<file path="config.mk">
export PLATFORM = sky130hd
export DESIGN_NAME = twisted_pair_status_mode_ctl
export DESIGN_NICKNAME = d
export VERILOG_FILES = /design/src/core/tp_status_pkg.sv /design/src/core/jab_if.sv /design/src/core/twisted_pair_status_mode_ctl.sv /design/src/core/jabber_watchdog.sv
export SDC_FILE = /design/constraint.sdc
export NUM_CORES = 1
export LEC_CHECK = 0
export BUFFER_PORTS_ARGS = -buffer_cell sky130_fd_sc_hd__buf_2
export CORE_ASPECT_RATIO = 1.75
export CORE_MARGIN = 1
export CORE_UTILIZATION = 41
export CTS_CLUSTER_SIZE = 12
export DETAILED_ROUTE_END_ITERATION = 6
export SETUP_SLACK_MARGIN = 0.5
export SYNTH_ARGS = -nofsm -noshare
export SYNTH_HDL_FRONTEND = slang
export SYNTH_HIERARCHICAL = 1
export SYNTH_SLANG_ARGS = --single-unit
</file>
<file path="constraint.sdc">
create_clock -name clk -period 2.95 [get_ports clk]
set_clock_uncertainty 0.2 [all_clocks]
set_input_delay 0.295 -clock clk [delete_from_list [all_inputs] [get_ports clk]]
set_output_delay 0.295 -clock clk [all_outputs]
set_load 0.1 [all_outputs]
</file>
<file path="src/core/tp_status_pkg.sv">
package tp_status_pkg;

    // ----------------------------------------------------------------
    // Clock and timing
    // ----------------------------------------------------------------
    localparam int unsigned CLK_HZ         = 25_000_000;
    localparam int unsigned CYC_PER_MS     = CLK_HZ / 1000;
    localparam int unsigned JAB_TRIP_MS    = 20;
    localparam int unsigned JAB_TRIP_CYC   = JAB_TRIP_MS * CYC_PER_MS;
    localparam int unsigned JAB_QUIET_MS   = 500;
    localparam int unsigned JAB_QUIET_CYC  = JAB_QUIET_MS * CYC_PER_MS;
    localparam int unsigned LINK_TOG_MS    = 100;
    localparam int unsigned LINK_TOG_CYC   = LINK_TOG_MS * CYC_PER_MS;
    localparam int unsigned COLL_HOLD_CYC  = 25;
    localparam int unsigned SQE_WIN_CYC    = 25;
    localparam int unsigned CNT_W          = 32;

    // ----------------------------------------------------------------
    // Synchroniser bit positions and reset value
    // ----------------------------------------------------------------
    localparam int unsigned SYNC_W         = 8;
    localparam int unsigned PIN_TX_EN      = 0;
    localparam int unsigned PIN_TX_DATA    = 1;
    localparam int unsigned PIN_RX_UNSQ    = 2;
    localparam int unsigned PIN_RX_DATA    = 3;
    localparam int unsigned PIN_LINK_FAIL  = 4;
    localparam int unsigned PIN_LOOP_N     = 5;
    localparam int unsigned PIN_SQE_N      = 6;
    localparam int unsigned PIN_FD_N       = 7;
    // Active-low mode pins rest high so reset selects normal mode
    localparam logic [SYNC_W-1:0] SYNC_RST = 8'hE0;

    typedef enum logic [1:0] {LNK_FAIL, LNK_PULSE, LNK_DATA} link_state_e;
    typedef enum logic {JAB_OK, JAB_ON} jab_state_e;

endpackage

</file>
<file path="src/core/jab_if.sv">
`timescale 1ns/1ps
`default_nettype none
interface jab_if;
    logic tx_en;
    logic tx_edge;
    logic jabber;

    modport ctl (output tx_en, output tx_edge, input jabber);
    modport wd  (input tx_en, input tx_edge, output jabber);
endinterface
`default_nettype wire

</file>
<file path="src/core/twisted_pair_status_mode_ctl.sv">
// Contract
// Self test pulses collision status after each frame
// Over 20 ms transmit enters jabber, disables paths
// Jabber drives collision and jabber status high
// Jabber ends after 500 ms quiet or idle
// Jabber status stays low through reset
// Low full-duplex select makes paths independent
// Full duplex hides collisions, keeps self test
// Collision alone or both high for jabber
// Link status low on link failure
// Link high on pulses, toggling on data
// Link toggles every 100 ms during data
// Normal mode loops transmit when receiver idle
// Loop test loops internally, ignores receiver
// Normal select: transmit plus receive means collision
// Self test window leaves data paths undisturbed
// Full-duplex high: loopback works, collisions shown
// Collision status held through collision and after
// Loopback off on collision or full duplex
// Hold and self-test windows are cycle parameters
`timescale 1ns/1ps
`default_nettype none
module twisted_pair_status_mode_ctl #(
    parameter int unsigned JAB_TRIP   = tp_status_pkg::JAB_TRIP_CYC,
    parameter int unsigned JAB_QUIET  = tp_status_pkg::JAB_QUIET_CYC,
    parameter int unsigned LINK_TOG   = tp_status_pkg::LINK_TOG_CYC,
    parameter int unsigned COLL_HOLD  = tp_status_pkg::COLL_HOLD_CYC,
    parameter int unsigned SQE_WIN    = tp_status_pkg::SQE_WIN_CYC
) (
    input  wire logic clk,
    input  wire logic rst_n,
    input  wire logic tx_en,
    input  wire logic tx_data,
    input  wire logic rx_unsquelch,
    input  wire logic rx_data,
    input  wire logic link_fail,
    input  wire logic loop_sel_n,
    input  wire logic collision_selftest_sel_n,
    input  wire logic full_duplex_sel_n,
    output var  logic driver_en,
    output var  logic tx_line_data,
    output var  logic rx_en_out,
    output var  logic rx_data_out,
    output var  logic collision_status,
    output var  logic jabber_status,
    output var  logic link_status,
    output var  logic full_duplex_active
);
    import tp_status_pkg::*;

    // ----------------------------------------------------------------
    // Declarations
    // ----------------------------------------------------------------
    logic [SYNC_W-1:0] sync1_r;
    logic [SYNC_W-1:0] sync2_r;
    logic              tx_en_d_r;
    logic              tx_data_d_r;
    logic              tx_en_s;
    logic              tx_data_s;
    logic              rx_unsq_s;
    logic              rx_data_s;
    logic              link_fail_s;
    logic              loop_test;
    logic              sqe_en;
    logic              fd;
    logic              tx_fell;
    logic              jabber;
    logic              coll_raw;
    logic              coll_active;
    logic              announce;
    logic              sqe_active;
    logic              loop_normal;
    logic              loop_int;
    logic              loop_on;
    logic              rx_active;
    logic [CNT_W-1:0]  hold_cnt_r;
    logic [CNT_W-1:0]  sqe_cnt_r;
    logic [CNT_W-1:0]  tog_cnt_r;
    link_state_e       link_state_r;

    jab_if jb ();

    // ----------------------------------------------------------------
    // Input synchronisers
    // ----------------------------------------------------------------
    // All pins come from outside the clock domain; stage one is read
    // only by stage two.
    always_ff @(posedge clk) begin
        if (!rst_n) begin
            sync1_r <= SYNC_RST;
            sync2_r <= SYNC_RST;
        end else begin
            sync1_r <= {full_duplex_sel_n, collision_selftest_sel_n,
                        loop_sel_n, link_fail, rx_data, rx_unsquelch,
                        tx_data, tx_en};
            sync2_r <= sync1_r;
        end
    end

    assign tx_en_s     = sync2_r[PIN_TX_EN];
    assign tx_data_s   = sync2_r[PIN_TX_DATA];
    assign rx_unsq_s   = sync2_r[PIN_RX_UNSQ];
    assign rx_data_s   = sync2_r[PIN_RX_DATA];
    assign link_fail_s = sync2_r[PIN_LINK_FAIL];
    assign loop_test   = !sync2_r[PIN_LOOP_N];
    // Self test taken as enabled by the low level of its select
    assign sqe_en      = !sync2_r[PIN_SQE_N];
    assign fd          = !sync2_r[PIN_FD_N];

    always_ff @(posedge clk) begin
        if (!rst_n) begin
            tx_en_d_r   <= 1'b0;
            tx_data_d_r <= 1'b0;
        end else begin
            tx_en_d_r   <= tx_en_s;
            tx_data_d_r <= tx_data_s;
        end
    end

    assign tx_fell = tx_en_d_r && !tx_en_s;

    // ----------------------------------------------------------------
    // Jabber watchdog
    // ----------------------------------------------------------------
    assign jb.tx_en   = tx_en_s;
    assign jb.tx_edge = tx_data_s ^ tx_data_d_r;
    assign jabber     = jb.jabber;

    jabber_watchdog #(
        .TRIP_CYC  (JAB_TRIP),
        .QUIET_CYC (JAB_QUIET)
    ) u_jab (
        .clk   (clk),
        .rst_n (rst_n),
        .jb    (jb.wd)
    );

    // ----------------------------------------------------------------
    // Collision detect and self test
    // ----------------------------------------------------------------
    // Loop test never unsquelches and jabber disables the detector
    assign coll_raw    = tx_en_s && rx_unsq_s && !loop_test
                         && !jabber;
    assign coll_active = coll_raw || (hold_cnt_r != '0);
    assign announce    = coll_active && !fd;
    assign sqe_active  = (sqe_cnt_r != '0);

    always_ff @(posedge clk) begin
        if (!rst_n) begin
            hold_cnt_r <= '0;
        end else if (coll_raw) begin
            hold_cnt_r <= CNT_W'(COLL_HOLD);
        end else if (hold_cnt_r != '0) begin
            hold_cnt_r <= hold_cnt_r - 1'b1;
        end
    end

    // Self test only drives status; the data paths never see it
    always_ff @(posedge clk) begin
        if (!rst_n) begin
            sqe_cnt_r <= '0;
        end else if (sqe_en && tx_fell && !jabber) begin
            sqe_cnt_r <= CNT_W'(SQE_WIN);
        end else if (sqe_cnt_r != '0) begin
            sqe_cnt_r <= sqe_cnt_r - 1'b1;
        end
    end

    // ----------------------------------------------------------------
    // Status outputs
    // ----------------------------------------------------------------
    always_ff @(posedge clk) begin
        if (!rst_n) begin
            collision_status   <= 1'b0;
            jabber_status      <= 1'b0;
            full_duplex_active <= 1'b0;
        end else begin
            collision_status   <= jabber || announce || sqe_active;
            jabber_status      <= jabber;
            full_duplex_active <= fd;
        end
    end

    // ----------------------------------------------------------------
    // Data paths and loopback
    // ----------------------------------------------------------------
    assign loop_normal = !loop_test && tx_en_s && !rx_unsq_s
                         && !coll_active && !fd && !jabber;
    assign loop_int    = loop_test && !fd && !jabber;
    assign loop_on     = loop_normal || loop_int;

    always_ff @(posedge clk) begin
        if (!rst_n) begin
            driver_en    <= 1'b0;
            tx_line_data <= 1'b0;
        end else begin
            driver_en    <= tx_en_s && !jabber;
            tx_line_data <= tx_data_s && tx_en_s && !jabber;
        end
    end

    // In full duplex the receive side follows the line only
    always_ff @(posedge clk) begin
        if (!rst_n) begin
            rx_en_out   <= 1'b0;
            rx_data_out <= 1'b0;
        end else if (loop_on) begin
            rx_en_out   <= tx_en_s;
            rx_data_out <= tx_data_s;
        end else begin
            rx_en_out   <= rx_unsq_s && !loop_test;
            rx_data_out <= rx_unsq_s && !loop_test && rx_data_s;
        end
    end

    // ----------------------------------------------------------------
    // Link integrity status
    // ----------------------------------------------------------------
    assign rx_active = rx_unsq_s && !loop_test;

    always_ff @(posedge clk) begin
        if (!rst_n) begin
            link_state_r <= LNK_PULSE;
            link_status  <= 1'b1;
            tog_cnt_r    <= '0;
        end else begin
            case (link_state_r)
                LNK_FAIL, LNK_PULSE: begin
                    tog_cnt_r <= '0;
                    if (link_fail_s) begin
                        link_state_r <= LNK_FAIL;
                        link_status  <= 1'b0;
                    end else if (rx_active) begin
                        link_state_r <= LNK_DATA;
                        link_status  <= 1'b1;
                    end else begin
                        link_state_r <= LNK_PULSE;
                        link_status  <= 1'b1;
                    end
                end
                LNK_DATA: begin
                    if (link_fail_s) begin
                        link_state_r <= LNK_FAIL;
                        link_status  <= 1'b0;
                        tog_cnt_r    <= '0;
                    end else if (!rx_active) begin
                        link_state_r <= LNK_PULSE;
                        link_status  <= 1'b1;
                        tog_cnt_r    <= '0;
                    end else if (tog_cnt_r == CNT_W'(LINK_TOG - 1)) begin
                        link_status  <= !link_status;
                        tog_cnt_r    <= '0;
                    end else begin
                        tog_cnt_r    <= tog_cnt_r + 1'b1;
                    end
                end
                default: begin
                    link_state_r <= LNK_FAIL;
                    link_status  <= 1'b0;
                end
            endcase
        end
    end
endmodule
`default_nettype wire

</file>
<file path="src/core/jabber_watchdog.sv">
`timescale 1ns/1ps
`default_nettype none
module jabber_watchdog #(
    parameter int unsigned TRIP_CYC  = tp_status_pkg::JAB_TRIP_CYC,
    parameter int unsigned QUIET_CYC = tp_status_pkg::JAB_QUIET_CYC
) (
    input  wire logic clk,
    input  wire logic rst_n,
    jab_if.wd         jb
);
    import tp_status_pkg::*;

    jab_state_e        state_r;
    logic [CNT_W-1:0]  act_cnt_r;
    logic [CNT_W-1:0]  quiet_cnt_r;
    logic              quiet;

    // Quiet means enable low, or no data edge in this cycle
    assign quiet     = !jb.tx_en || !jb.tx_edge;
    assign jb.jabber = (state_r == JAB_ON);

    // ----------------------------------------------------------------
    // Trip and release
    // ----------------------------------------------------------------
    always_ff @(posedge clk) begin
        if (!rst_n) begin
            state_r     <= JAB_OK;
            act_cnt_r   <= '0;
            quiet_cnt_r <= '0;
        end else begin
            case (state_r)
                JAB_OK: begin
                    quiet_cnt_r <= '0;
                    if (!jb.tx_en) begin
                        act_cnt_r <= '0;
                    end else if (act_cnt_r == CNT_W'(TRIP_CYC - 1)) begin
                        act_cnt_r <= '0;
                        state_r   <= JAB_ON;
                    end else begin
                        act_cnt_r <= act_cnt_r + 1'b1;
                    end
                end
                JAB_ON: begin
                    act_cnt_r <= '0;
                    // A toggle while enable is high restarts the quiet run
                    if (!quiet) begin
                        quiet_cnt_r <= '0;
                    end else if (quiet_cnt_r == CNT_W'(QUIET_CYC - 1)) begin
                        quiet_cnt_r <= '0;
                        state_r     <= JAB_OK;
                    end else begin
                        quiet_cnt_r <= quiet_cnt_r + 1'b1;
                    end
                end
                default: begin
                    state_r <= JAB_OK;
                end
            endcase
        end
    end

endmodule
`default_nettype wire

</file>
# Word-level counts from Yosys, hierarchy flattened
# Cells that the tools add are included.
dict set report totals {
  wordCells 109
  inputBits 10
  ff_bits 189
  output_inout_bits 8
}
dict set report classes {
  n_eq_ne 7
  addsub 5
  reduce_logical 42
  bitwise 3
  muxes 31
}
# cell count
set op_table {}
lappend op_table {{two-way mux 32 bit} 7}
lappend op_table {{case mux 32 bit (2 select lines)} 3}
lappend op_table {{adder 32 x 1 -> 32 bit (second input constant)} 3}
lappend op_table {{nonzero test 32 bit} 2}
lappend op_table {{subtractor 32 x 1 -> 32 bit (second input constant)} 2}
lappend op_table {{== test 32 x 19 -> 1 bit (second input constant)} 1}
lappend op_table {{== test 32 x 22 -> 1 bit (second input constant)} 1}
lappend op_table {{== test 32 x 24 -> 1 bit (second input constant)} 1}
lappend op_table {{two-way mux 5 bit} 4}
lappend op_table {{logical AND 1 bit} 19}
lappend op_table {{two-way mux 1 bit} 10}
lappend op_table {{zero test 1 bit} 9}
lappend op_table {{two-way mux 2 bit} 4}
lappend op_table {{nonzero test 2 bit} 3}
lappend op_table {{OR reduction 2 bit} 3}
lappend op_table {{logical OR 1 bit} 5}
lappend op_table {{inequality test 4 bit (second input constant)} 1}
lappend op_table {{case mux 1 bit (2 select lines)} 2}
lappend op_table {{case mux 2 bit (2 select lines)} 1}
lappend op_table {{inequality test 3 bit (second input constant)} 1}
lappend op_table {{== test 2 x 1 -> 1 bit (second input constant)} 1}
lappend op_table {{== test 2 bit (second input constant)} 1}
lappend op_table {{zero test 2 bit} 1}
lappend op_table {{inverter 1 bit} 2}
lappend op_table {{bitwise XOR 1 bit} 1}

# Logic depth before layout (Yosys ltp)
# Gate-level depths: netlist (run 1).
dict set report logic_depth {
  ltp_word 10
  depth_mapped 9
  ltp_nobuf 7
}

# By module
# Netlist (run 1), hierarchy kept.
# module area_per_inst_um2 cells_per_inst n_inst seq_area_each_um2
set by_module_without_submodules {}
lappend by_module_without_submodules {twisted_pair_status_mode_ctl 5684.2 647 1 2482.4}
lappend by_module_without_submodules {jabber_watchdog 3040.4 346 1 1301.2}

# Worst setup path before layout (run 1)
# OpenSTA, ideal clock, no wires.
dict set report synth_timing {
  kind {register to register}
  startpoint {reg hold_cnt_r[4]}
  endpoint {reg hold_cnt_r[4]}
  synth_period_minus_slack_ns 2.506
  slack_ns 0.444
  required_time_ns 2.630
  n_path_buf 1
  setup_ns 0.120
  path_stages_with_launch 7
  arrival_time_ns 2.186
  path_cell_list {dfxtp_1 -> or4_4 -> or2_4 -> or4b_1 -> buf_2 -> nor3b_1 -> o31a_1}
}
dict set report synth_via {
  elab_chain_len 3
  word_cells_on_any_way 5
  classes_between {add/sub: 1; mux: 2; reduce/logical: 2}
}
# element line
set synth_rtl {}
lappend synth_rtl {{start, declared} twisted_pair_status_mode_ctl.sv:76} ;# logic [CNT_W-1:0] hold_cnt_r;
lappend synth_rtl {{start signal, assigned} twisted_pair_status_mode_ctl.sv:152} ;# hold_cnt_r <= CNT_W'(COLL_HOLD);
lappend synth_rtl {{start signal, assigned} twisted_pair_status_mode_ctl.sv:154} ;# hold_cnt_r <= hold_cnt_r - 1'b1;
lappend synth_rtl {{subtractor 32 x 1 -> 32 bit} twisted_pair_status_mode_ctl.sv:154}
lappend synth_rtl {{two-way mux 5 bit} twisted_pair_status_mode_ctl.sv:153} ;# end else if (hold_cnt_r != '0) begin
lappend synth_rtl {{two-way mux 5 bit} twisted_pair_status_mode_ctl.sv:151} ;# end else if (coll_raw) begin
# Several ways; a longest one is shown, not always the timed one. The select of a mux whose other input is x is not followed.
# A chain may end at the register's enable or synchronous reset.

# Final worst setup path (run 1)
dict set report layout_timing {
  startpoint {reg hold_cnt_r[5]}
  endpoint {reg hold_cnt_r[4]}
}
dict set report layout_via {
  elab_chain_len 2
}
# element line
set layout_rtl {}
lappend layout_rtl {{nonzero test 32 bit} twisted_pair_status_mode_ctl.sv:153}
lappend layout_rtl {{nonzero test 2 bit (no source line)} --}
# Every way passes these cells.

==> flow_metrics.py, run 1 <==
metrics = {
    "global_routing": {
        "grt_overflow": 0,
        "grt_antenna_before_repair": 0,
        "grt_pass1_vias": 6962,
        "grt_pass1_wl_um": 32300,
        "grt_use_total": 0.179,
        "grt_max_degree": 33,
    },
    "cts": {
        "cts_buffer_depth": 2,
        "cts_root_buffer": "clkbuf_16",
        "cts_made_buffers": 17,
        "numClockSinks": 189,
        "clk_pin_slew_ps": 70,
        "cts_tree": "yes",
        "clk_latency_ps": 430,
        "htree_num_levels": 4,
    },
    "setup_path": {
        "ff2ff_setup_slack_ps": 500,
        "worstPathRequired_ps": 3070,
        "r2r-start": "hold_cnt_r[5]",
        "crit_type": "register to register",
        "worstPathArrival_ps": 2570,
        "endpoint": "hold_cnt_r[4]",
        "r2r_cells": 5,
        "r2r_end": "hold_cnt_r[4]",
        "worst_setup_path_start_kind": "register",
        "endpoint_kind": "register",
        "crit_start": "hold_cnt_r[5]",
        "crit_fanout": 7,
    },
    "timing": {
        "relSlewSlack": 0.486,
        "tightest_slew_ps": 764,
        "period_share": 0.832,
        "rsz0062_at_grt": "true",
        "hold_viol": 0,
        "hold_slack_ps": 33.0,
        "period_needed_ps": 2450,
        "finalMaxSlewViolations": 0,
        "fmax_mhz": 407,
        "finalSetupViolCount": 0,
        "setup_tns_ps": 0,
    },
    "cells_and_area": {
        "n_fill_cell": 2021,
        "antennaDiodeCount": 0,
        "instances_no_fill": 1300,
        "nets": 1051,
        "drive_gt1_frac": 0.139,
        "area_delta_synth_final_pct": 15.8,
    },
    "detailed_routing": {
        "wl_per_cell_um": 14.4,
        "detail_route.first_pass.iterations": 5,
        "num_vias": 7169,
        "vias_per_cell": 5.51,
        "drcViolationCount": 0,
        "drt_wl_total_um": 18700,
        "drt_first_iter_violations": 259,
        "ant_nets": 0,
    },
    "logic_synthesis": {
        "netlist_area_um2": 8720,
        "synthFlopType": "dfxtp_1",
        "synth_warnings": 6,
        "synthArstFlopShare": 0,
        "synth.avg_cell_area_um2": 8.79,
        "ys_seq_elements": 189,
        "synthesis.nets": 1009,
        "ys_seq_area_frac": 0.434,
        "yosys.cell_types.count": 66,
        "synth_cells": 993,
        "synth_edf_count": 0,
    },
    "floorplan": {
        "die_w_um": 112,
        "coreArea_um2": 20800,
        "die_h_um": 195,
        "std_cell_rows": 70,
        "initial_core_util": 0.419,
        "num_io_pins": 18,
        "die-area_um2": 21900,
    },
    "power": {
        "total_power_mw": 9.58,
        "vdd_drop_max_v": 0.000943,
        "p_leak_nw": 3.47,
        "power_density_nw_per_um2": 948,
    },
    "flow_run": {
        "drv_cap": 0,
    },
    "placement": {
        "portBuffers": 17,
        "dp_hpwl_um": 13200,
        "post-place-cells": 1250,
        "place_congestion": 0.794,
    },
    "hold_path": {
        "min_path_type": "input port to register",
    },
    "run_status": {
        "outcome": "finished clean",
    },
}
-- cells by family after synthesis --
| kind of cell | count (synthesis) | share of synthesized area |
|---|---|---|
| DFF | 189 | 0.434 |
| and+or+nand+nor | 512 | 0.322 |
| xor gates and xnor gates | 113 | 0.113 |
| adders and majority gates | 6 | 0.00860 |
| muxes | 7 | 0.00803 |
| buffers and inverters | 61 | 0.0327 |
| AOI/OAI and AO/OA | 105 | 0.0816 |
-- worst max-delay path, cell delays in order (launching register included) --
cell and delay (ps):
dfxtp_2 340, or4_4 560, or2_4 270, or4b_4 540
nor3b_1 170, o31a_1 270
-- worst min-delay path by stage --
stage                           from         end  slack (ps)  cells after the start
after CTS                      rst_n  sync1_r[5]          30                      2
after detailed placement  sync1_r[7]  sync2_r[7]         190                      1
after floorplan           sync1_r[5]  sync2_r[5]         190                      1
after global placement    sync1_r[7]  sync2_r[7]         190                      1
after global routing           rst_n  sync1_r[6]          50                      2
final                          rst_n  sync1_r[5]          30                      2
-- cells in the mapped netlist (9+ instances only) --
| master | n | area [µm²] |
|---|---|---|
| xnor2_1 | 37 | 324 |
| and2_1 | 20 | 125 |
| or4_1 | 27 | 203 |
| nand2_1 | 57 | 214 |
| nor4b_1 | 9 | 78.8 |
| xor2_1 | 76 | 666 |
| a21oi_1 | 25 | 125 |
| clkbuf_1 | 22 | 82.6 |
| nor2_1 | 158 | 593 |
| and3_1 | 13 | 81.3 |
| o21ai_0 | 16 | 80.1 |
| and4_1 | 13 | 114 |
| nand3_1 | 37 | 185 |
| dfxtp_1 | 189 | 3780 |
| o211ai_1 | 9 | 67.6 |
| o31ai_1 | 11 | 82.6 |
| nand2b_1 | 10 | 62.6 |
| or3_1 | 18 | 113 |
| inv_1 | 23 | 86.3 |
| nor3_1 | 27 | 135 |
| nand4_1 | 50 | 313 |
| nor4_1 | 31 | 194 |
-- timing repair --
action / CTS / global route
gates resized for setup: 18 / 23
endpoints found under the hold margin: 8 / 0
hold buffers: 8 / 0
buffers inserted: 2 / 8
pin swaps: 4 / 8
endpoints found under the setup margin: 31 / 67
-- layout by cell type, fill, tap and decap left out, drive strengths merged, types with 7 or more instances in the layout --
master	instances
nand4	51
xor2	76
nor2	158
mux2i	7
xnor2	37
and2	20
o21ai	17
dfxtp	189
nand2b	11
nand2	57
or3	18
inv	30
nand3	38
o31ai	11
or4	29
nor3	32
nor4b	10
buf	53
clkbuf	18
and4	14
dlygate4sd3	8
nand4b	7
a21oi	25
and3	13
o211ai	9
nor4	36
-- layer usage --
layer,up-vias,wire (µm),track usage
met1,3417,7990,0.195
met5,-,0,0
met3,26,280,0.0273
li1,3646,-,-
met4,0,391,0.0686
met2,80,10000,0.342
-- state kept, by name, summed over array words and instances, names as in the netlist, 2 cells and up --
register	cells
hold_cnt_r	32
sync2_r	8
sqe_cnt_r	32
tog_cnt_r	32
u_jab/act_cnt_r	32
sync1_r	8
link_state_r	2
u_jab/quiet_cnt_r	32
-- power breakdown --
part,switching (mW),total [mW],internal (mW)
clock,1.06,2.37,1.31
combinational,2.14,3.86,1.72
sequential,0.438,3.35,2.92
total,3.63,9.58,5.95
-- layout make-up --
class	count	area [µm²]	area share
Clock buffer	18	439	0.0435
Clock inverter	14	174	0.0172
Inverter	23	88.8	0.00879
Multi-Input combinational cell	743	4820	0.477
Sequential cell	189	3790	0.375
Tap cell	252	315	0.0312
Timing Repair Buffer	61	477	0.0472
-- per-stage QoR --
stage	setup slack, ps	area, µm²	util
floorplan	526	8740	-
global placement	361	9150	0.439
detailed placement	329	9150	0.439
CTS	475	9960	0.478
global route	414	10100	0.485
finish	495	10100	0.485
Power figures use the tool's default switching activity.
==> inputs of run 2 (changes only) <==
- ABC_AREA: unset -> 1
- clock period: 2.95 -> 2.05 ns (I/O delays scaled with it)
==> run 2 against run 1 <==
  * Via count increased by 48%
  * Synthesized cell count up 56%
  * Cell area increased by 45%
  * Final cell count grew 57%
  * Sequential power is 51% higher
  * Routed wire length increased by 69%
  * Largest cell class unchanged
  * First-iteration DRC count rose by 76%
==> flow_metrics.py, run 2 <==
metrics = {
    "floorplan": {
        "initial_core_util": 0.419,
        "die_w_um": 120,
        "die_h_um": 209,
        "coreArea_um2": 24000,
        "std_cell_rows": 75,
        "die-area_um2": 25200,
        "num_io_pins": 18,
    },
    "logic_synthesis": {
        "synthesis.nets": 1564,
        "synth.area.top_cells": "dfxtp_1 (38%), nand2_1 (17%), nor2_1 (14%), inv_1 (5.1%), xnor2_1 (4.8%)",
        "synth_cells": 1548,
        "synth_common_cells": "nand2_1 (444), nor2_1 (374), dfxtp_1 (189), inv_1 (136), nand3_1 (92)",
        "synthArstFlopShare": 0,
        "yosysTopAreaCell": "dfxtp_1",
        "synth_edf_count": 0,
        "synth.avg_cell_area_um2": 6.50,
        "yosysMostFrequentCell": "nand2_1",
        "yosys.cell_types.count": 39,
        "ys_seq_elements": 189,
        "synthFlopType": "dfxtp_1",
        "synth_warnings": 6,
        "ys_seq_area_frac": 0.376,
        "yosysTopAreaCellShare": 0.376,
        "netlist_area_um2": 10100,
    },
    "detailed_routing": {
        "drcViolationCount": 0,
        "ant_nets": 0,
        "vias_per_cell": 5.19,
        "drt_wl_total_um": 31600,
        "wl_per_cell_um": 15.5,
        "drt_first_iter_violations": 456,
        "detail_route.first_pass.iterations": 6,
        "num_vias": 10600,
    },
    "setup_path": {
        "worstPathArrival_ps": 1880,
        "crit_fanout": 4,
        "worst_setup_path_start_kind": "register",
        "worstPathRequired_ps": 2160,
        "cp_slowest_cell": "dfxtp_4",
        "endpoint_kind": "register",
        "crit_chain": "nor2_4 > nand2_4 > buf_6 > nor2_4 > nand2_2 > nor2_4 > xor2_1 > a21oi_1",
        "crit_family": "simple AND/OR/NAND/NOR gates",
        "crit_path_frequent_cell": "nor2_4",
        "slowest_delay_ps": 370,
        "cp_num_buf_inv": 1,
        "crit_type": "register to register",
    },
    "timing": {
        "tightest_slew_ps": 561,
        "finalMaxSlewViolations": 0,
        "finalSetupViolCount": 0,
        "rsz0062_at_grt": "true",
        "fmax_mhz": 566,
        "setup_tns_ps": 0,
        "relSlewSlack": 0.625,
        "period_needed_ps": 1770,
        "hold_viol": 0,
        "period_share": 0.861,
    },
    "global_routing": {
        "grt_use_total": 0.240,
        "grt_overflow": 0,
        "grt_pass1_wl_um": 47600,
        "grt_max_degree": 30,
        "grt_pass1_vias": 10400,
        "grt_antenna_before_repair": 0,
    },
    "power": {
        "power_density_nw_per_um2": 1360,
        "total_power_mw": 19.9,
        "p_leak_nw": 5.66,
        "vdd_drop_max_v": 0.000832,
    },
    "cells_and_area": {
        "antennaDiodeCount": 0,
        "fin_area_um2": 14700,
        "final_common_cell": "nand2_1",
        "drive_gt1_frac": 0.415,
        "fin_util": 0.611,
        "area_delta_synth_final_pct": 45.9,
        "nets": 1732,
        "final_cell_mix": "nand2_1 (360), nor2_1 (210), inv_1 (120)",
    },
    "cts": {
        "htree_num_levels": 4,
        "cts_tree": "yes",
        "numClockSinks": 189,
        "cts_root_buffer": "clkbuf_16",
        "cts_buffer_depth": 2,
        "clk_pin_slew_ps": 70,
        "clk_latency_ps": 460,
        "cts_made_buffers": 17,
    },
    "placement": {
        "portBuffers": 17,
        "dp_hpwl_um": 19200,
        "placed_cell_area_um2": 10700,
        "place_congestion": 0.913,
    },
    "flow_run": {
        "drv_cap": 0,
    },
    "hold_path": {
        "min_path_type": "input port to register",
    },
    "run_status": {
        "outcome": "finished clean",
    },
}
-- run 2: worst paths after layout --
path | start | cells past startpoint | to | slack (ps)
worst max-delay path | hold_cnt_r[4] | 8 | hold_cnt_r[0] | 280
worst min-delay path | rst_n | 5 | u_jab/act_cnt_r[22] | 20
worst min register to register | sync1_r[4] | 2 | sync2_r[4] | 220
worst max register to register | hold_cnt_r[4] | 8 | hold_cnt_r[0] | 280
-- run 2: cell type report --
class                   instances  area [µm²]
well taps                     308         385
clock inverters                11         128
flip-flops and latches        189        3950
inverters                     140         562
repair inverters                3        26.3
fillers                      2092        9340
clock buffers                  21         482
repair buffers                167        1580
multi-input cells            1198        7570
-- run 2: per-stage QoR --
stage	std cells	setup WS, ps	hold slack (ps)
after floorplan	1548	500	103
after global placement	1872	107	195
after detailed placement	1872	30.1	192
after CTS	1993	359	26.8
after global routing	2037	224	27.2
final	2037	284	15.6
-- run 2: layer usage --
| layer | wire, µm | share of wire | up-vias | GRT usage |
|---|---|---|---|---|
| met5 | 0 | 0 | - | 0 |
| li1 | - | - | 5148 | - |
| met1 | 11300 | 0.36 | 4971 | 0.225 |
| met2 | 17200 | 0.54 | 306 | 0.458 |
| met4 | 2070 | 0.065 | 0 | 0.174 |
| met3 | 1040 | 0.033 | 156 | 0.0399 |
-- run 2: logic make-up after synthesis --
group                      count (synthesis)  share of synthesized area
buffers and inverters                    166                     0.0700
AOI/OAI and AO/OA                         73                     0.0403
adders and majority gates                  6                    0.00746
xor gates and xnor gates                  84                     0.0731
and+or+nand+nor                         1030                      0.433
DFF                                      189                      0.376
-- run 2: tightest hold or removal path, delay by kind of cell --
| kind | cells | cell delay, ps |
|---|---|---|
| buffers and inverters | 1 | 170 |
| AND/OR/NAND/NOR | 4 | 260 |
-- run 2: what timing repair did --
item	4_1_cts	5_1_grt
pin swaps	104	151
cloned	12	2
endpoints found under the setup margin	171	167
gates resized for setup	341	331
hold buffers	9	0
endpoints found under the hold margin	10	0
setup buffers	68	42
-- run 2: report_power, final --
group / internal [mW] / switching [mW]
logic: 4.77 / 6.60
clock network: 1.94 / 1.54
registers: 4.28 / 0.790
total: 11.0 / 8.92
